$ cat config.mk
export PLATFORM = sky130hd
export DESIGN_NAME = card_session_seq
export DESIGN_NICKNAME = d
export VERILOG_FILES = /design/src/rtl/card_session_seq.v /design/src/rtl/io_direction.v /design/src/rtl/pin_sync.v
export VERILOG_INCLUDE_DIRS = /design/src /design/src/rtl
export SDC_FILE = /design/constraint.sdc
export NUM_CORES = 1
export LEC_CHECK = 0
export ABC_AREA = 1
export BUFFER_PORTS_ARGS = -buffer_cell sky130_fd_sc_hd__buf_2
export CORE_MARGIN = 4
export CORE_UTILIZATION = 33
export CTS_CLUSTER_DIAMETER = 150
export DETAILED_ROUTE_END_ITERATION = 10
export HOLD_SLACK_MARGIN = 0.06
export MAX_ROUTING_LAYER = met4
export PLACE_DENSITY = 0.46
export SLEW_MARGIN = 20
export SYNTH_ARGS = -nofsm -noshare
export SYNTH_HDL_FRONTEND = slang
export SYNTH_SLANG_ARGS = --single-unit
$ cat constraint.sdc
create_clock -name CORE_CLK -period 4 [get_ports CORE_CLK]
set_input_delay 0.8 -clock CORE_CLK [delete_from_list [all_inputs] [get_ports CORE_CLK]]
set_output_delay 0.8 -clock CORE_CLK [all_outputs]
set_load 0.01 [all_outputs]
$ cat src/rtl/card_seq_defs.vh
// constants shared by the smart card session sequencer files
`ifndef CARD_SEQ_DEFS_VH
`define CARD_SEQ_DEFS_VH

// ----------------------------------------------------------------
// synchronised pin vector: bit positions and pull default values
// ----------------------------------------------------------------
`define SYNC_W 12
`define B_ACT 0
`define B_RSTREQ 1
`define B_VSEL 2
`define B_DIV_HI 3
`define B_DIV_LO 4
`define B_OSC 5
`define B_DET 6
`define B_LOGIC_SUPPLY_FAULT_THRESHOLD 7
`define B_OC 8
`define B_VCCOK 9
`define B_CIO 10
`define B_HIO 11
`define SYNC_INIT 12'h89D

// ----------------------------------------------------------------
// register offsets and event bits
// ----------------------------------------------------------------
`define A_STAT 4'h0
`define A_MASK 4'h4
`define A_STATE 4'h8
`define A_CTRL 4'hC
`define STAT_W 4
`define EV_ACT 0
`define EV_DEACT 1
`define EV_FAULT 2
`define EV_CARD 3
`define CTRL_INHIBIT 0

// ----------------------------------------------------------------
// card clock division selects {hi, lo}
// ----------------------------------------------------------------
`define DIV8 2'h0
`define DIV4 2'h1
`define DIV1 2'h2
`define DIV2 2'h3

// ----------------------------------------------------------------
// timing
// ----------------------------------------------------------------
`define HOLDOFF_MS 10
`define CORE_CLK_KHZ 40000
`define STEP_OSC 64

`endif

$ cat src/rtl/card_session_seq.v
// smart card session sequencer: clock divider, hold-off, activation, status
//
// Contract
// - card clock is oscillator divided by 8, 4, 1 or 2 per two select pins.
// - activation requests are refused for 10 ms after logic supply becomes good.
// - activation starts on request falling edge, only with card present and supply good.
// - card VCC rises at selected level, checked after first interval; invalid shuts off.
// - reset request low at start: reception at second interval, clock at third; code enables reception after the first interval, the clock after the third.
// - reset request high at start: clock starts on its falling edge, then reset follows.
// - host deactivates by raising request; device may deactivate on its own.
// - over-current, supply fault, VCC fault or card removal in session deactivate.
// - deactivation drops reset, then clock, then i/o, then VCC, interval by interval.
// - outside a session status shows card presence only; faults ignored.
// - in session extraction or fault pulls status low and starts deactivation together.
// - after reset card i/o held low, host i/o high until reception enabled.
// - first line with falling edge becomes input; other line copies it.
// - rising edge on the input line returns both lines to neutral.
// - open inputs default: request, voltage and divide selects high; others low; the synchronisers reset supply fault and host i/o high as well.
// - voltage select high chooses 5 V, low chooses 3 V.
//
// Design decisions made here: the address map and strobed register access.
`timescale 1ns/1ps
`include "card_seq_defs.vh"

module card_session_seq #(
	parameter integer HOLDOFF_CYCLES = `HOLDOFF_MS * `CORE_CLK_KHZ,
	parameter integer STEP_OSC_CYCLES = `STEP_OSC
) (
	// clock and reset
	input wire CORE_CLK,
	input wire RST_N,
	// register port
	input wire [3:0] REG_ADDR,
	input wire [7:0] REG_WDATA,
	input wire REG_WR,
	input wire REG_RD,
	output reg [7:0] REG_RDATA,
	output reg IRQ,
	// host control pins
	input wire ACTIVATION_REQUEST_N,
	input wire CARD_RESET_REQUEST_IN,
	input wire CARD_VOLTAGE_SELECT,
	input wire CLOCK_DIVIDE_SEL_HI,
	input wire CLOCK_DIVIDE_SEL_LO,
	input wire OSCILLATOR_INPUT,
	input wire CARD_DETECT_IN,
	// supervisor inputs
	input wire LOGIC_SUPPLY_FAULT,
	input wire CARD_OVERCURRENT,
	input wire CARD_VCC_VALID,
	// card side outputs
	output reg CARD_VCC_EN,
	output reg CARD_VCC_5V_SEL,
	output reg CARD_RST,
	output reg CARD_CLK,
	// card i/o line
	input wire CARD_IO_I,
	output wire CARD_IO_O,
	output wire CARD_IO_OE,
	// host i/o line
	input wire HOST_IO_I,
	output wire HOST_IO_O,
	output wire HOST_IO_OE,
	// open-drain status line, low means no card or fault
	output wire STATUS_OFF_N_O,
	output reg STATUS_OFF_N_OE
);

// ----------------------------------------------------------------
// states and sized constants
// ----------------------------------------------------------------
localparam [3:0] S_IDLE = 4'h0;
localparam [3:0] S_ACT1 = 4'h1;
localparam [3:0] S_ACT2 = 4'h2;
localparam [3:0] S_ACT3 = 4'h3;
localparam [3:0] S_WRST = 4'h4;
localparam [3:0] S_ON = 4'h5;
localparam [3:0] S_DE1 = 4'h6;
localparam [3:0] S_DE2 = 4'h7;
localparam [3:0] S_DE3 = 4'h8;
localparam [3:0] S_DE4 = 4'h9;
localparam [31:0] HOLD_LAST = HOLDOFF_CYCLES - 1;
localparam [31:0] STEP_LAST = STEP_OSC_CYCLES - 1;

// ----------------------------------------------------------------
// pin synchronisation
// ----------------------------------------------------------------
wire [`SYNC_W-1:0] pins;
wire [`SYNC_W-1:0] pins_s;
assign pins[`B_ACT] = ACTIVATION_REQUEST_N;
assign pins[`B_RSTREQ] = CARD_RESET_REQUEST_IN;
assign pins[`B_VSEL] = CARD_VOLTAGE_SELECT;
assign pins[`B_DIV_HI] = CLOCK_DIVIDE_SEL_HI;
assign pins[`B_DIV_LO] = CLOCK_DIVIDE_SEL_LO;
assign pins[`B_OSC] = OSCILLATOR_INPUT;
assign pins[`B_DET] = CARD_DETECT_IN;
assign pins[`B_LOGIC_SUPPLY_FAULT_THRESHOLD] = LOGIC_SUPPLY_FAULT;
assign pins[`B_OC] = CARD_OVERCURRENT;
assign pins[`B_VCCOK] = CARD_VCC_VALID;
assign pins[`B_CIO] = CARD_IO_I;
assign pins[`B_HIO] = HOST_IO_I;

pin_sync u_sync (
	.clk(CORE_CLK),
	.rst_n(RST_N),
	.pins(pins),
	.pins_s(pins_s)
);

wire act_n = pins_s[`B_ACT];
wire rst_req = pins_s[`B_RSTREQ];
wire osc = pins_s[`B_OSC];
wire det = pins_s[`B_DET];
wire logic_supply_fault_threshold = pins_s[`B_LOGIC_SUPPLY_FAULT_THRESHOLD];
wire [1:0] div_sel = {pins_s[`B_DIV_HI], pins_s[`B_DIV_LO]};

// ----------------------------------------------------------------
// edge detection on synchronised levels
// ----------------------------------------------------------------
reg act_prev_q;
reg rst_prev_q;
reg osc_prev_q;
reg det_prev_q;
always @(posedge CORE_CLK or negedge RST_N) begin
	if (!RST_N) begin
		act_prev_q <= 1'b1;
		rst_prev_q <= 1'b0;
		osc_prev_q <= 1'b0;
		det_prev_q <= 1'b0;
	end else begin
		act_prev_q <= act_n;
		rst_prev_q <= rst_req;
		osc_prev_q <= osc;
		det_prev_q <= det;
	end
end
wire act_fall = act_prev_q & ~act_n;
wire rst_fall = rst_prev_q & ~rst_req;
wire osc_rise = ~osc_prev_q & osc;
wire det_change = det_prev_q ^ det;

// ----------------------------------------------------------------
// card clock divider
// ----------------------------------------------------------------
// the oscillator is sampled, so it must stay well below half of CORE_CLK
reg [1:0] div_cnt_q;
reg div_clk_q;
reg div_tog;
always @* begin
	case (div_sel)
		`DIV2: div_tog = 1'b1;
		`DIV4: div_tog = div_cnt_q[0];
		`DIV8: div_tog = &div_cnt_q;
		default: div_tog = 1'b0;
	endcase
end

always @(posedge CORE_CLK or negedge RST_N) begin
	if (!RST_N) begin
		div_cnt_q <= 2'h0;
		div_clk_q <= 1'b0;
	end else if (osc_rise) begin
		div_cnt_q <= div_cnt_q + 2'h1;
		if (div_tog) begin
			div_clk_q <= ~div_clk_q;
		end
	end
end

// ----------------------------------------------------------------
// power-up hold-off
// ----------------------------------------------------------------
// restarts whenever the logic supply drops below its threshold
reg [18:0] hold_cnt_q;
reg hold_done_q;
always @(posedge CORE_CLK or negedge RST_N) begin
	if (!RST_N) begin
		hold_cnt_q <= 19'h00000;
		hold_done_q <= 1'b0;
	end else if (logic_supply_fault_threshold) begin
		hold_cnt_q <= 19'h00000;
		hold_done_q <= 1'b0;
	end else if (!hold_done_q) begin
		hold_cnt_q <= hold_cnt_q + 19'h00001;
		if ({13'h0000, hold_cnt_q} == HOLD_LAST) begin
			hold_done_q <= 1'b1;
		end
	end
end

// ----------------------------------------------------------------
// register file state
// ----------------------------------------------------------------
reg [`STAT_W-1:0] stat_q;
reg [`STAT_W-1:0] mask_q;
reg inhibit_q;

// ----------------------------------------------------------------
// sequencer
// ----------------------------------------------------------------
reg [3:0] state_q;
reg [3:0] state_d;
reg [15:0] step_cnt_q;
reg rst_at_start_q;
reg fault_q;
reg vcc_en_q;
reg vsel_q;
reg io_rx_q;
reg clk_en_q;
reg rst_out_q;

wire step_done = osc_rise & ({16'h0000, step_cnt_q} == STEP_LAST);
wire in_session = (state_q != S_IDLE) && (state_q < S_DE1);
wire card_fault = logic_supply_fault_threshold | pins_s[`B_OC] | ~det;
wire vcc_bad = ~pins_s[`B_VCCOK] & (state_q >= S_ACT2) & (state_q <= S_ON);
wire auto_deact = in_session & (card_fault | vcc_bad);
wire may_start = act_fall & det & ~logic_supply_fault_threshold & hold_done_q & ~inhibit_q;
wire vcc_fail = (state_q == S_ACT1) & step_done & ~pins_s[`B_VCCOK];

// next state: a high request or any fault except the VCC check after the first interval (back to idle) leaves the session by the same path
always @* begin
	state_d = state_q;
	case (state_q)
		S_IDLE: begin
			if (may_start) begin
				state_d = S_ACT1;
			end
		end
		S_ACT1: begin
			if (vcc_fail) begin
				state_d = S_IDLE;
			end else if (step_done) begin
				state_d = rst_at_start_q ? S_WRST : S_ACT2;
			end
		end
		S_ACT2: begin
			if (step_done) begin
				state_d = S_ACT3;
			end
		end
		S_ACT3: begin
			if (step_done) begin
				state_d = S_ON;
			end
		end
		S_WRST: begin
			if (rst_fall) begin
				state_d = S_ON;
			end
		end
		S_ON: state_d = S_ON;
		S_DE1, S_DE2, S_DE3: begin
			if (step_done) begin
				state_d = state_q + 4'h1;
			end
		end
		S_DE4: begin
			if (step_done) begin
				state_d = S_IDLE;
			end
		end
		default: state_d = S_IDLE;
	endcase
	if (in_session && !vcc_fail && (act_n || auto_deact)) begin
		state_d = S_DE1;
	end
end

// interval counter restarts on every state change
always @(posedge CORE_CLK or negedge RST_N) begin
	if (!RST_N) begin
		state_q <= S_IDLE;
		step_cnt_q <= 16'h0000;
	end else begin
		state_q <= state_d;
		if (state_d != state_q || step_done) begin
			step_cnt_q <= 16'h0000;
		end else if (osc_rise) begin
			step_cnt_q <= step_cnt_q + 16'h0001;
		end
	end
end

// card signal controls, driven per step
always @(posedge CORE_CLK or negedge RST_N) begin
	if (!RST_N) begin
		rst_at_start_q <= 1'b0;
		vcc_en_q <= 1'b0;
		vsel_q <= 1'b0;
		io_rx_q <= 1'b0;
		clk_en_q <= 1'b0;
		rst_out_q <= 1'b0;
	end else begin
		if (state_q == S_IDLE && state_d == S_ACT1) begin
			rst_at_start_q <= rst_req;
			vcc_en_q <= 1'b1;
			vsel_q <= pins_s[`B_VSEL];
		end
		if (vcc_fail) begin
			vcc_en_q <= 1'b0;
		end
		if (state_q == S_ACT1 && (state_d == S_ACT2 || state_d == S_WRST)) begin
			io_rx_q <= 1'b1;
		end
		if (state_q == S_ACT3 && state_d == S_ON) begin
			clk_en_q <= 1'b1;
		end
		if (state_q == S_WRST && state_d == S_ON) begin
			clk_en_q <= 1'b1;
		end
		if (state_q == S_ON) begin
			rst_out_q <= rst_req;
		end
		if (state_q == S_DE1 && step_done) begin
			rst_out_q <= 1'b0;
		end
		if (state_q == S_DE2 && step_done) begin
			clk_en_q <= 1'b0;
		end
		if (state_q == S_DE3 && step_done) begin
			io_rx_q <= 1'b0;
		end
		if (state_q == S_DE4 && step_done) begin
			vcc_en_q <= 1'b0;
		end
	end
end

// ----------------------------------------------------------------
// fault latch and status line
// ----------------------------------------------------------------
// faults count only inside a session; cleared once the host drops the request
wire fault_set = auto_deact | vcc_fail;
always @(posedge CORE_CLK or negedge RST_N) begin
	if (!RST_N) begin
		fault_q <= 1'b0;
		STATUS_OFF_N_OE <= 1'b1;
	end else begin
		if (fault_set) begin
			fault_q <= 1'b1;
		end else if (state_q == S_IDLE && act_n) begin
			fault_q <= 1'b0;
		end
		STATUS_OFF_N_OE <= fault_set | fault_q | ~det;
	end
end
assign STATUS_OFF_N_O = 1'b0;

// ----------------------------------------------------------------
// card pin registers
// ----------------------------------------------------------------
always @(posedge CORE_CLK or negedge RST_N) begin
	if (!RST_N) begin
		CARD_VCC_EN <= 1'b0;
		CARD_VCC_5V_SEL <= 1'b0;
		CARD_RST <= 1'b0;
		CARD_CLK <= 1'b0;
	end else begin
		CARD_VCC_EN <= vcc_en_q;
		CARD_VCC_5V_SEL <= vsel_q;
		CARD_RST <= rst_out_q;
		if (!clk_en_q) begin
			CARD_CLK <= 1'b0;
		end else if (div_sel == `DIV1) begin
			CARD_CLK <= osc;
		end else begin
			CARD_CLK <= div_clk_q;
		end
	end
end

// ----------------------------------------------------------------
// i/o line direction
// ----------------------------------------------------------------
io_direction u_io (
	.clk(CORE_CLK),
	.rst_n(RST_N),
	.rx_en(io_rx_q), // stays on until the third deactivation step
	.card_in(pins_s[`B_CIO]),
	.host_in(pins_s[`B_HIO]),
	.card_oe(CARD_IO_OE),
	.host_oe(HOST_IO_OE)
);
assign CARD_IO_O = 1'b0;
assign HOST_IO_O = 1'b0;

// ----------------------------------------------------------------
// events, register port and interrupt
// ----------------------------------------------------------------
wire [`STAT_W-1:0] ev;
assign ev[`EV_ACT] = (state_q != S_ON) & (state_d == S_ON);
assign ev[`EV_DEACT] = (state_q == S_DE4) & (state_d == S_IDLE);
assign ev[`EV_FAULT] = fault_set & ~fault_q;
assign ev[`EV_CARD] = det_change;
wire wr_stat = REG_WR & (REG_ADDR == `A_STAT);

// a new event wins over a write-one-to-clear in the same cycle
always @(posedge CORE_CLK or negedge RST_N) begin
	if (!RST_N) begin
		stat_q <= 4'h0;
		mask_q <= 4'h0;
		inhibit_q <= 1'b0;
		IRQ <= 1'b0;
	end else begin
		stat_q <= (stat_q & ~(wr_stat ? REG_WDATA[`STAT_W-1:0] : 4'h0)) | ev;
		if (REG_WR && REG_ADDR == `A_MASK) begin
			mask_q <= REG_WDATA[`STAT_W-1:0];
		end
		if (REG_WR && REG_ADDR == `A_CTRL) begin
			inhibit_q <= REG_WDATA[`CTRL_INHIBIT];
		end
		IRQ <= |(stat_q & mask_q);
	end
end

// read data stand only in the cycle after the strobe
always @(posedge CORE_CLK or negedge RST_N) begin
	if (!RST_N) begin
		REG_RDATA <= 8'h00;
	end else if (REG_RD) begin
		case (REG_ADDR)
			`A_STAT: REG_RDATA <= {4'h0, stat_q};
			`A_MASK: REG_RDATA <= {4'h0, mask_q};
			`A_STATE: REG_RDATA <= {io_rx_q, clk_en_q, vcc_en_q, hold_done_q, state_q};
			`A_CTRL: REG_RDATA <= {7'h00, inhibit_q};
			default: REG_RDATA <= 8'h00;
		endcase
	end else begin
		REG_RDATA <= 8'h00;
	end
end

endmodule

$ cat src/rtl/io_direction.v
// direction arbiter between card i/o line and host i/o line
`timescale 1ns/1ps

module io_direction (
	// clock and reset
	input wire clk,
	input wire rst_n,
	// reception enable from the sequencer
	input wire rx_en,
	// synchronised line levels
	input wire card_in,
	input wire host_in,
	// open-drain drive enables (driving pulls the line low)
	output reg card_oe,
	output reg host_oe
);

localparam [1:0] NEUT = 2'h0;
localparam [1:0] CARD_IN = 2'h1;
localparam [1:0] HOST_IN = 2'h2;

reg [1:0] dir_q;
reg [1:0] dir_d;
reg c_prev_q;
reg h_prev_q;
wire c_fall = c_prev_q & ~card_in;
wire h_fall = h_prev_q & ~host_in;
wire c_rise = ~c_prev_q & card_in;
wire h_rise = ~h_prev_q & host_in;

// first falling edge picks the input line; card wins a tie
always @* begin
	dir_d = dir_q;
	case (dir_q)
		NEUT: begin
			if (c_fall) begin
				dir_d = CARD_IN;
			end else if (h_fall) begin
				dir_d = HOST_IN;
			end
		end
		CARD_IN: begin
			if (c_rise) begin
				dir_d = NEUT;
			end
		end
		HOST_IN: begin
			if (h_rise) begin
				dir_d = NEUT;
			end
		end
		default: dir_d = NEUT;
	endcase
	if (!rx_en) begin
		dir_d = NEUT;
	end
end

// the output line copies the input line; our own echo is ignored by state
always @(posedge clk or negedge rst_n) begin
	if (!rst_n) begin
		dir_q <= NEUT;
		c_prev_q <= 1'b0;
		h_prev_q <= 1'b1;
		card_oe <= 1'b1;
		host_oe <= 1'b0;
	end else begin
		dir_q <= dir_d;
		c_prev_q <= card_in;
		h_prev_q <= host_in;
		card_oe <= ~rx_en | ((dir_d == HOST_IN) & ~host_in);
		host_oe <= rx_en & (dir_d == CARD_IN) & ~card_in;
	end
end

endmodule

$ cat src/rtl/pin_sync.v
// two flip-flop synchronisers for every pin input of the sequencer
`timescale 1ns/1ps
`include "card_seq_defs.vh"

module pin_sync (
	// clock and reset
	input wire clk,
	input wire rst_n,
	// raw pins and their synchronised copies
	input wire [`SYNC_W-1:0] pins,
	output wire [`SYNC_W-1:0] pins_s
);

localparam [`SYNC_W-1:0] INIT = `SYNC_INIT;

genvar i;
generate
	for (i = 0; i < `SYNC_W; i = i + 1) begin : g_bit
		reg meta_q;
		reg sync_q;
		// first stage feeds only the second; reset to the pull level of each pin
		always @(posedge clk or negedge rst_n) begin
			if (!rst_n) begin
				meta_q <= INIT[i];
				sync_q <= INIT[i];
			end else begin
				meta_q <= pins[i];
				sync_q <= meta_q;
			end
		end
		assign pins_s[i] = sync_q;
	end
endgenerate

endmodule
==> results.md, run 1 <==
- Status: completed
- Worst r2r dst: step_cnt_q[14]
- Overall routed net length: 10860 um
- Initial Utilization: 34.16%
- Yosys warnings: 0
- Seq/Total Area, Yosys: 53.73%
- Post-route ant nets: 0
- Skew-Pair Late Insertion Delay: 0.35 ns
- LEAKAGE: 2.707 nW
- Gpl congestion: 0.9000
- CTS hold repair buffers: 0
- Most common cell after layout, fill and taps aside: nand2_1
- First-pass GRT wire length: 18650 um
- Final Power: 0.002352 W
- Largest net degree at the start of global routing: 94
- N_diodes: 0
- Minimum clock period: 2.841 ns
- CP Class: register to register
- Setup TNS: 0 ns
- Pre-Repair DR Iteration Count: 5
- Core Area: 0.01470 mm^2
- CP Launch Type: register
- Vias: 3866
- Origin of the critical flop-to-flop path: step_cnt_q[0]
- Post-Synthesis Cell Area: 0.005021 mm^2
- Synth cell types: 40
- Post-synth EDFFs: 0
- Yosys reg bits: 107
- Layout cells sized above 1: 14.56%
- Max Freq: 351.9 MHz
- PortBufs: 39
- Mapped Cells: 576
- Initial antenna violation count: 0
- Flop2flop setup slack: 1.16 ns
- Pre-CTS setup slack: 1.078 ns
- # resized after CTS: 0
- Die area: 0.01725 mm^2
- CTS Buf Count: 9
- Commonest non-fill, non-tap cells in the layout: nand2_1 (117), dfrtp_1 (91), inv_1 (75), nor2_1 (75), nand3_1 (39)
- Starting DRT DRC Count: 193
- Max H-tree Level: 3
- Async SR Flop Fraction: 100.0%
- Slew @ Worst Pin: 0.5313 ns
- Placed wire-length estimate: 7692 um
- RSZ-0062 raised after global routing: false
- Hold Crit Class: input port to asynchronous set/reset pin
- Setup-failing EPs final: 0
- Root buf cell: clkbuf_16
- Total Nets Final: 658
- Setup ws final: 1.159 ns
- Bufs on Longest Clock Path: 2
- Crit path DAT: 3.09 ns
- Pwr Density: 411.1 mW/mm^2
- VDD IR max: 0.2608 mV
- GRT Total Usage: 13.79%
- Vias in the first global route: 3763
- Max transition margin: 64.58%
- Fillers: 1519
- Area grow syn2layout: 13.93%
- Clk pin slew, worst setup/hold paths: 0.07 ns
- Routed vias/inst: 4.779
- Routed len/inst: 13.43 um
- # IOs: 47
- Die height: 131.4 um
- Crit Path Max Fanout: 16
- Main synth FF type: dfrtp_1
- Clk_skew: 0.01079 ns
- CP required: 4.25 ns
- Worst Reg-to-Reg Cells: 16
- Period Utilization, post-route: 71.03%
- DRC: 0
- Die Wd: 131.4 um
- # Post-CTS Setup Buffers: 0
- Max Slew Vio Count: 0
- CTS tree: done
- WHS: 0.3022 ns
- CTS Sinks: 107
- Max-cap check violation count: 0
- Syn_area_per_cell: 8.717 um^2
- Final hold violations: 0
- Remaining Overflow, GRT: 0
- Row Count: 44
- CP Capture Type: register
==> sequential cells by signal, summed over array words and instances (netlist names), 4 cells and up <==
signal	count
state_q	4
hold_cnt_q	19
REG_RDATA	8
mask_q	4
u_sync.g_bit.sync_q	12
stat_q	4
u_sync.g_bit.meta_q	12
step_cnt_q	16
==> worst max-delay path, stage by stage (launching register included) <==
cell and delay, ns:
dfrtp_1 0.39, ha_1 0.21, inv_1 0.07, nor2_1 0.09, nand2_1 0.06, nor2_1 0.16, nand3_2 0.20, ha_1 0.32
nand2_1 0.07, nand2_1 0.05, nor2_1 0.11, nand2_1 0.09, nand2_1 0.12, nand2_1 0.06, nand2_1 0.08, nand3_2 0.36
nor3_1 0.30
==> through the flow <==
step | instances | utilization, % | area (um^2)
2_1_floorplan | 578 | - | 5029
3_3_place_gp | 793 | 36.89 | 5423
3_5_place_dp | 793 | 36.89 | 5423
4_1_cts | 809 | 38.92 | 5720
5_1_grt | 809 | 38.92 | 5720
6_report | 809 | 38.92 | 5720
==> kinds of logic after synthesis <==
group,Yosys count,synth area share [%]
buffers and inverters,87,6.977
flip-flops,107,53.73
adder cells (fa/ha/maj),10,2.492
multiplexers,1,0.1994
AND/OR/NAND/NOR,292,26.51
XOR/XNOR,19,3.314
other,1,0.07469
AO/OA/AOI/OAI,59,6.704
==> synth_stat cells, types with 2 or more instances <==
cell type / n / area [um^2]
nor3_1: 27 / 135.1
xnor2_1: 6 / 52.55
clkbuf_1: 3 / 11.26
buf_4: 4 / 30.03
nor3_2: 11 / 110.1
inv_1: 75 / 281.5
nand2_1: 117 / 439.2
nor2_1: 75 / 281.5
a211oi_1: 3 / 22.52
a21oi_1: 18 / 90.09
dfrtp_1: 91 / 2277
o21ai_1: 4 / 20.02
o211ai_1: 3 / 22.52
o21ai_0: 24 / 120.1
nor4_1: 3 / 18.77
nand4_1: 9 / 56.30
dfstp_2: 16 / 420.4
xor2_1: 13 / 113.9
and3_1: 2 / 12.51
nand3_2: 5 / 50.05
ha_1: 10 / 125.1
nand3_1: 39 / 195.2
==> report_power, final <==
| group | internal [W] | switching [W] | leakage [nW] | total [W] |
|---|---|---|---|---|
| registers | 0.00117 | 0.0000672 | 1.36 | 0.00124 |
| clock network | 0.000503 | 0.000389 | 0.143 | 0.000892 |
| logic | 0.0000994 | 0.000123 | 1.20 | 0.000222 |
| total | 0.00177 | 0.000579 | 2.71 | 0.00235 |
==> worst max-delay path by stage <==
stage,to,startpoint
after detailed placement,step_cnt_q[14],step_cnt_q[0]
after global routing,step_cnt_q[15],step_cnt_q[0]
final,step_cnt_q[14],step_cnt_q[0]
after global placement,step_cnt_q[0],step_cnt_q[0]
after floorplan,step_cnt_q[1],step_cnt_q[0]
after CTS,step_cnt_q[14],step_cnt_q[0]
==> final cells by class <==
| cell class | instances | area [um^2] | area share (%) |
|---|---|---|---|
| sequential | 107 | 2698 | 47.16 |
| multi-input combinational | 384 | 1981 | 34.62 |
| inverter | 77 | 289.0 | 5.052 |
| clock buffer | 12 | 246.5 | 4.309 |
| tap | 184 | 230.2 | 4.024 |
| timing repair buffer | 41 | 225.2 | 3.937 |
| clock inverter | 4 | 51.30 | 0.8968 |
==> per-layer routing <==
layer	share of wire (%)	GRT usage, %
met5	0	-
met4	1.2	3.967
met3	3.9	4.090
met2	45	21.00
met1	50	17.99
Note: power is estimated with default switching activity, not from simulation.
==> run 2: changes to the inputs <==
Settings changed: PLACE_DENSITY 0.46 to 0.48.
Clock period 4 ns to 2.55 ns, I/O delays scaled along.
==> run 2 against run 1 <==
Against the previous run:
- non-clock buffer count up 38
- power up 59%
- sequential cell count unchanged
- setup slack worse by 0.97 ns
- die area unchanged
- hold slack worse by 0.10 ns
==> results.md, run 2 (synthesized netlist as in run 1, its figures left out) <==
- Status: completed
- PortBufs: 39
- Clk_skew: 0.01011 ns
- Net Sw Power: 0.0009404 W
- Minimum clock period: 2.366 ns
- DRC: 0
- # IOs: 47
- Clock power share: 37.1%
- Setup-failing EPs final: 0
- CP Class: register to register
- Int Pwr: 0.002810 W
- Largest net degree at the start of global routing: 108
- Setup TNS: 0 ns
- Root buf cell: clkbuf_16
- Largest registers: hold_cnt_q: 19 flops, step_cnt_q: 16 flops
- Die Wd: 131.4 um
- Bufs on Longest Clock Path: 2
- Placed wire-length estimate: 8052 um
- Max transition margin: 59.92%
- Final hold violations: 0
- Starting DRT DRC Count: 139
- Layout cells sized above 1: 20.81%
- Gpl congestion: 0.8712
- First-pass GRT wire length: 19480 um
- Skew-Pair Late Insertion Delay: 0.36 ns
- Initial antenna violation count: 0
- Vias: 3971
- Max Slew Vio Count: 0
- Post-route ant nets: 0
- Pwr Density: 615.7 mW/mm^2
- Final Power: 0.003750 W
- Area grow syn2layout: 21.31%
- Max-cap check violation count: 0
- CP Launch Type: register
- Hold Crit Class: input port to asynchronous set/reset pin
- Overall routed net length: 11210 um
- Slew @ Worst Pin: 0.6013 ns
- Remaining Overflow, GRT: 0
- CTS tree: done
- CTS Sinks: 107
- Combinational share of power: 11.4%
- CTS Buf Count: 9
- Crit path DAT: 2.64 ns
- GRT Total Usage: 14.21%
- Row Count: 44
- Clk pin slew, worst setup/hold paths: 0.07 ns
- Max reg flops: 19
- LEAKAGE: 2.896 nW
- Die height: 131.4 um
- Die area: 0.01725 mm^2
- Vias in the first global route: 4132
- Initial Utilization: 34.16%
- CP Capture Type: register
- Pre-Repair DR Iteration Count: 7
- Most common cell after layout, fill and taps aside: nand2_1
- N_diodes: 0
- Sequential power share: 51.5%
- Routed len/inst: 13.23 um
- Routed vias/inst: 4.688
- Core Area: 0.01470 mm^2
- Total Nets Final: 696
- Crit Path Max Fanout: 16
- CP required: 2.83 ns
- Period Utilization, post-route: 92.77%
- Sw Share: 25.08%
- Register with the most flip-flops: hold_cnt_q
- Max H-tree Level: 3
- Max Freq: 422.7 MHz
- VDD IR max: 0.3815 mV
- Commonest non-fill, non-tap cells in the layout: nand2_1 (116), dfrtp_1 (91), inv_1 (75), nor2_1 (72)
[run 2: cell count changes in the layout (fill, tap and decap cells not counted), sizes merged]
cell,change
buf,+38
clkbuf,-1
clkinv,-1
clkinvlp,+1
inv,+1
[run 2: cell type report]
cell class / count / area, um^2
Sequential cell: 107 / 2698
Multi-Input combinational cell: 384 / 2043
Clock buffer: 11 / 232.7
Tap cell: 184 / 230.2
Timing Repair Buffer: 79 / 535.5
Inverter: 77 / 289.0
Fill cell: 1462 / 8608
Clock inverter: 5 / 62.56
[run 2: repair_timing]
item                       4_1_cts  5_1_grt
setup endpoints to repair        0       22
resized for setup                0       12
hold buffers                     0        0
setup buffers                    0        2
[run 2: metal layers]
layer	wire [um]	GRT usage [%]	vias to the layer above
met5	0	-	-
met4	114	3.734	0
met3	454	4.396	10
met2	5187	22.15	72
met1	5453	18.12	1875
li1	-	-	2014
[run 2: power by group through the flow]
stage | clock [W] | combinational [W] | sequential, W
floorplan | 0 | 0.000246 | 0.00195
global placement | 0 | 0.000383 | 0.00196
detailed placement | 0 | 0.000392 | 0.00196
CTS | 0.00146 | 0.000397 | 0.00193
global route | 0.00153 | 0.000492 | 0.00195
finish | 0.00139 | 0.000428 | 0.00193
[run 2: per-stage QoR]
stage | instance area [um^2] | hold WS, ns | worst slack [ns] | cells | util, %
CTS | 6013 | 0.2285 | 0.08131 | 845 | 40.91
global placement | 5718 | 0.3336 | 0.1209 | 829 | 38.90
detailed placement | 5718 | 0.3347 | 0.08605 | 829 | 38.90
floorplan | 5029 | 0.2144 | 0.2795 | 578 | -
finish | 6091 | 0.1995 | 0.1844 | 847 | 41.44
global route | 6091 | 0.2170 | -0.006792 | 847 | 41.44
[run 2: final timing paths]
path	depth (start not counted)	to	slack (ns)	start
setup reg to reg	13	step_cnt_q[15]	0.18	step_cnt_q[13]
setup / recovery	13	step_cnt_q[15]	0.18	step_cnt_q[13]
min in group CORE_CLK	1	u_sync.g_bit[7].meta_q	0.25	LOGIC_SUPPLY_FAULT
max in group asynchronous	2	div_clk_q	1.87	RST_N
hold / removal	2	u_sync.g_bit[10].sync_q	0.20	RST_N
hold reg to reg	0	u_sync.g_bit[8].sync_q	0.35	u_sync.g_bit[8].meta_q
[run 2: critical path, cell delays in order, from the launching register on]
cell	delay [ns]
dfrtp_1	0.43
nor3_1	0.43
nand3_4	0.18
ha_4	0.24
nand2_1	0.06
nand2_1	0.05
nor2_1	0.10
nand2_1	0.11
nand2_2	0.10
nand2_1	0.06
nand2_1	0.07
nand3_2	0.10
buf_12	0.17
nor3_1	0.17
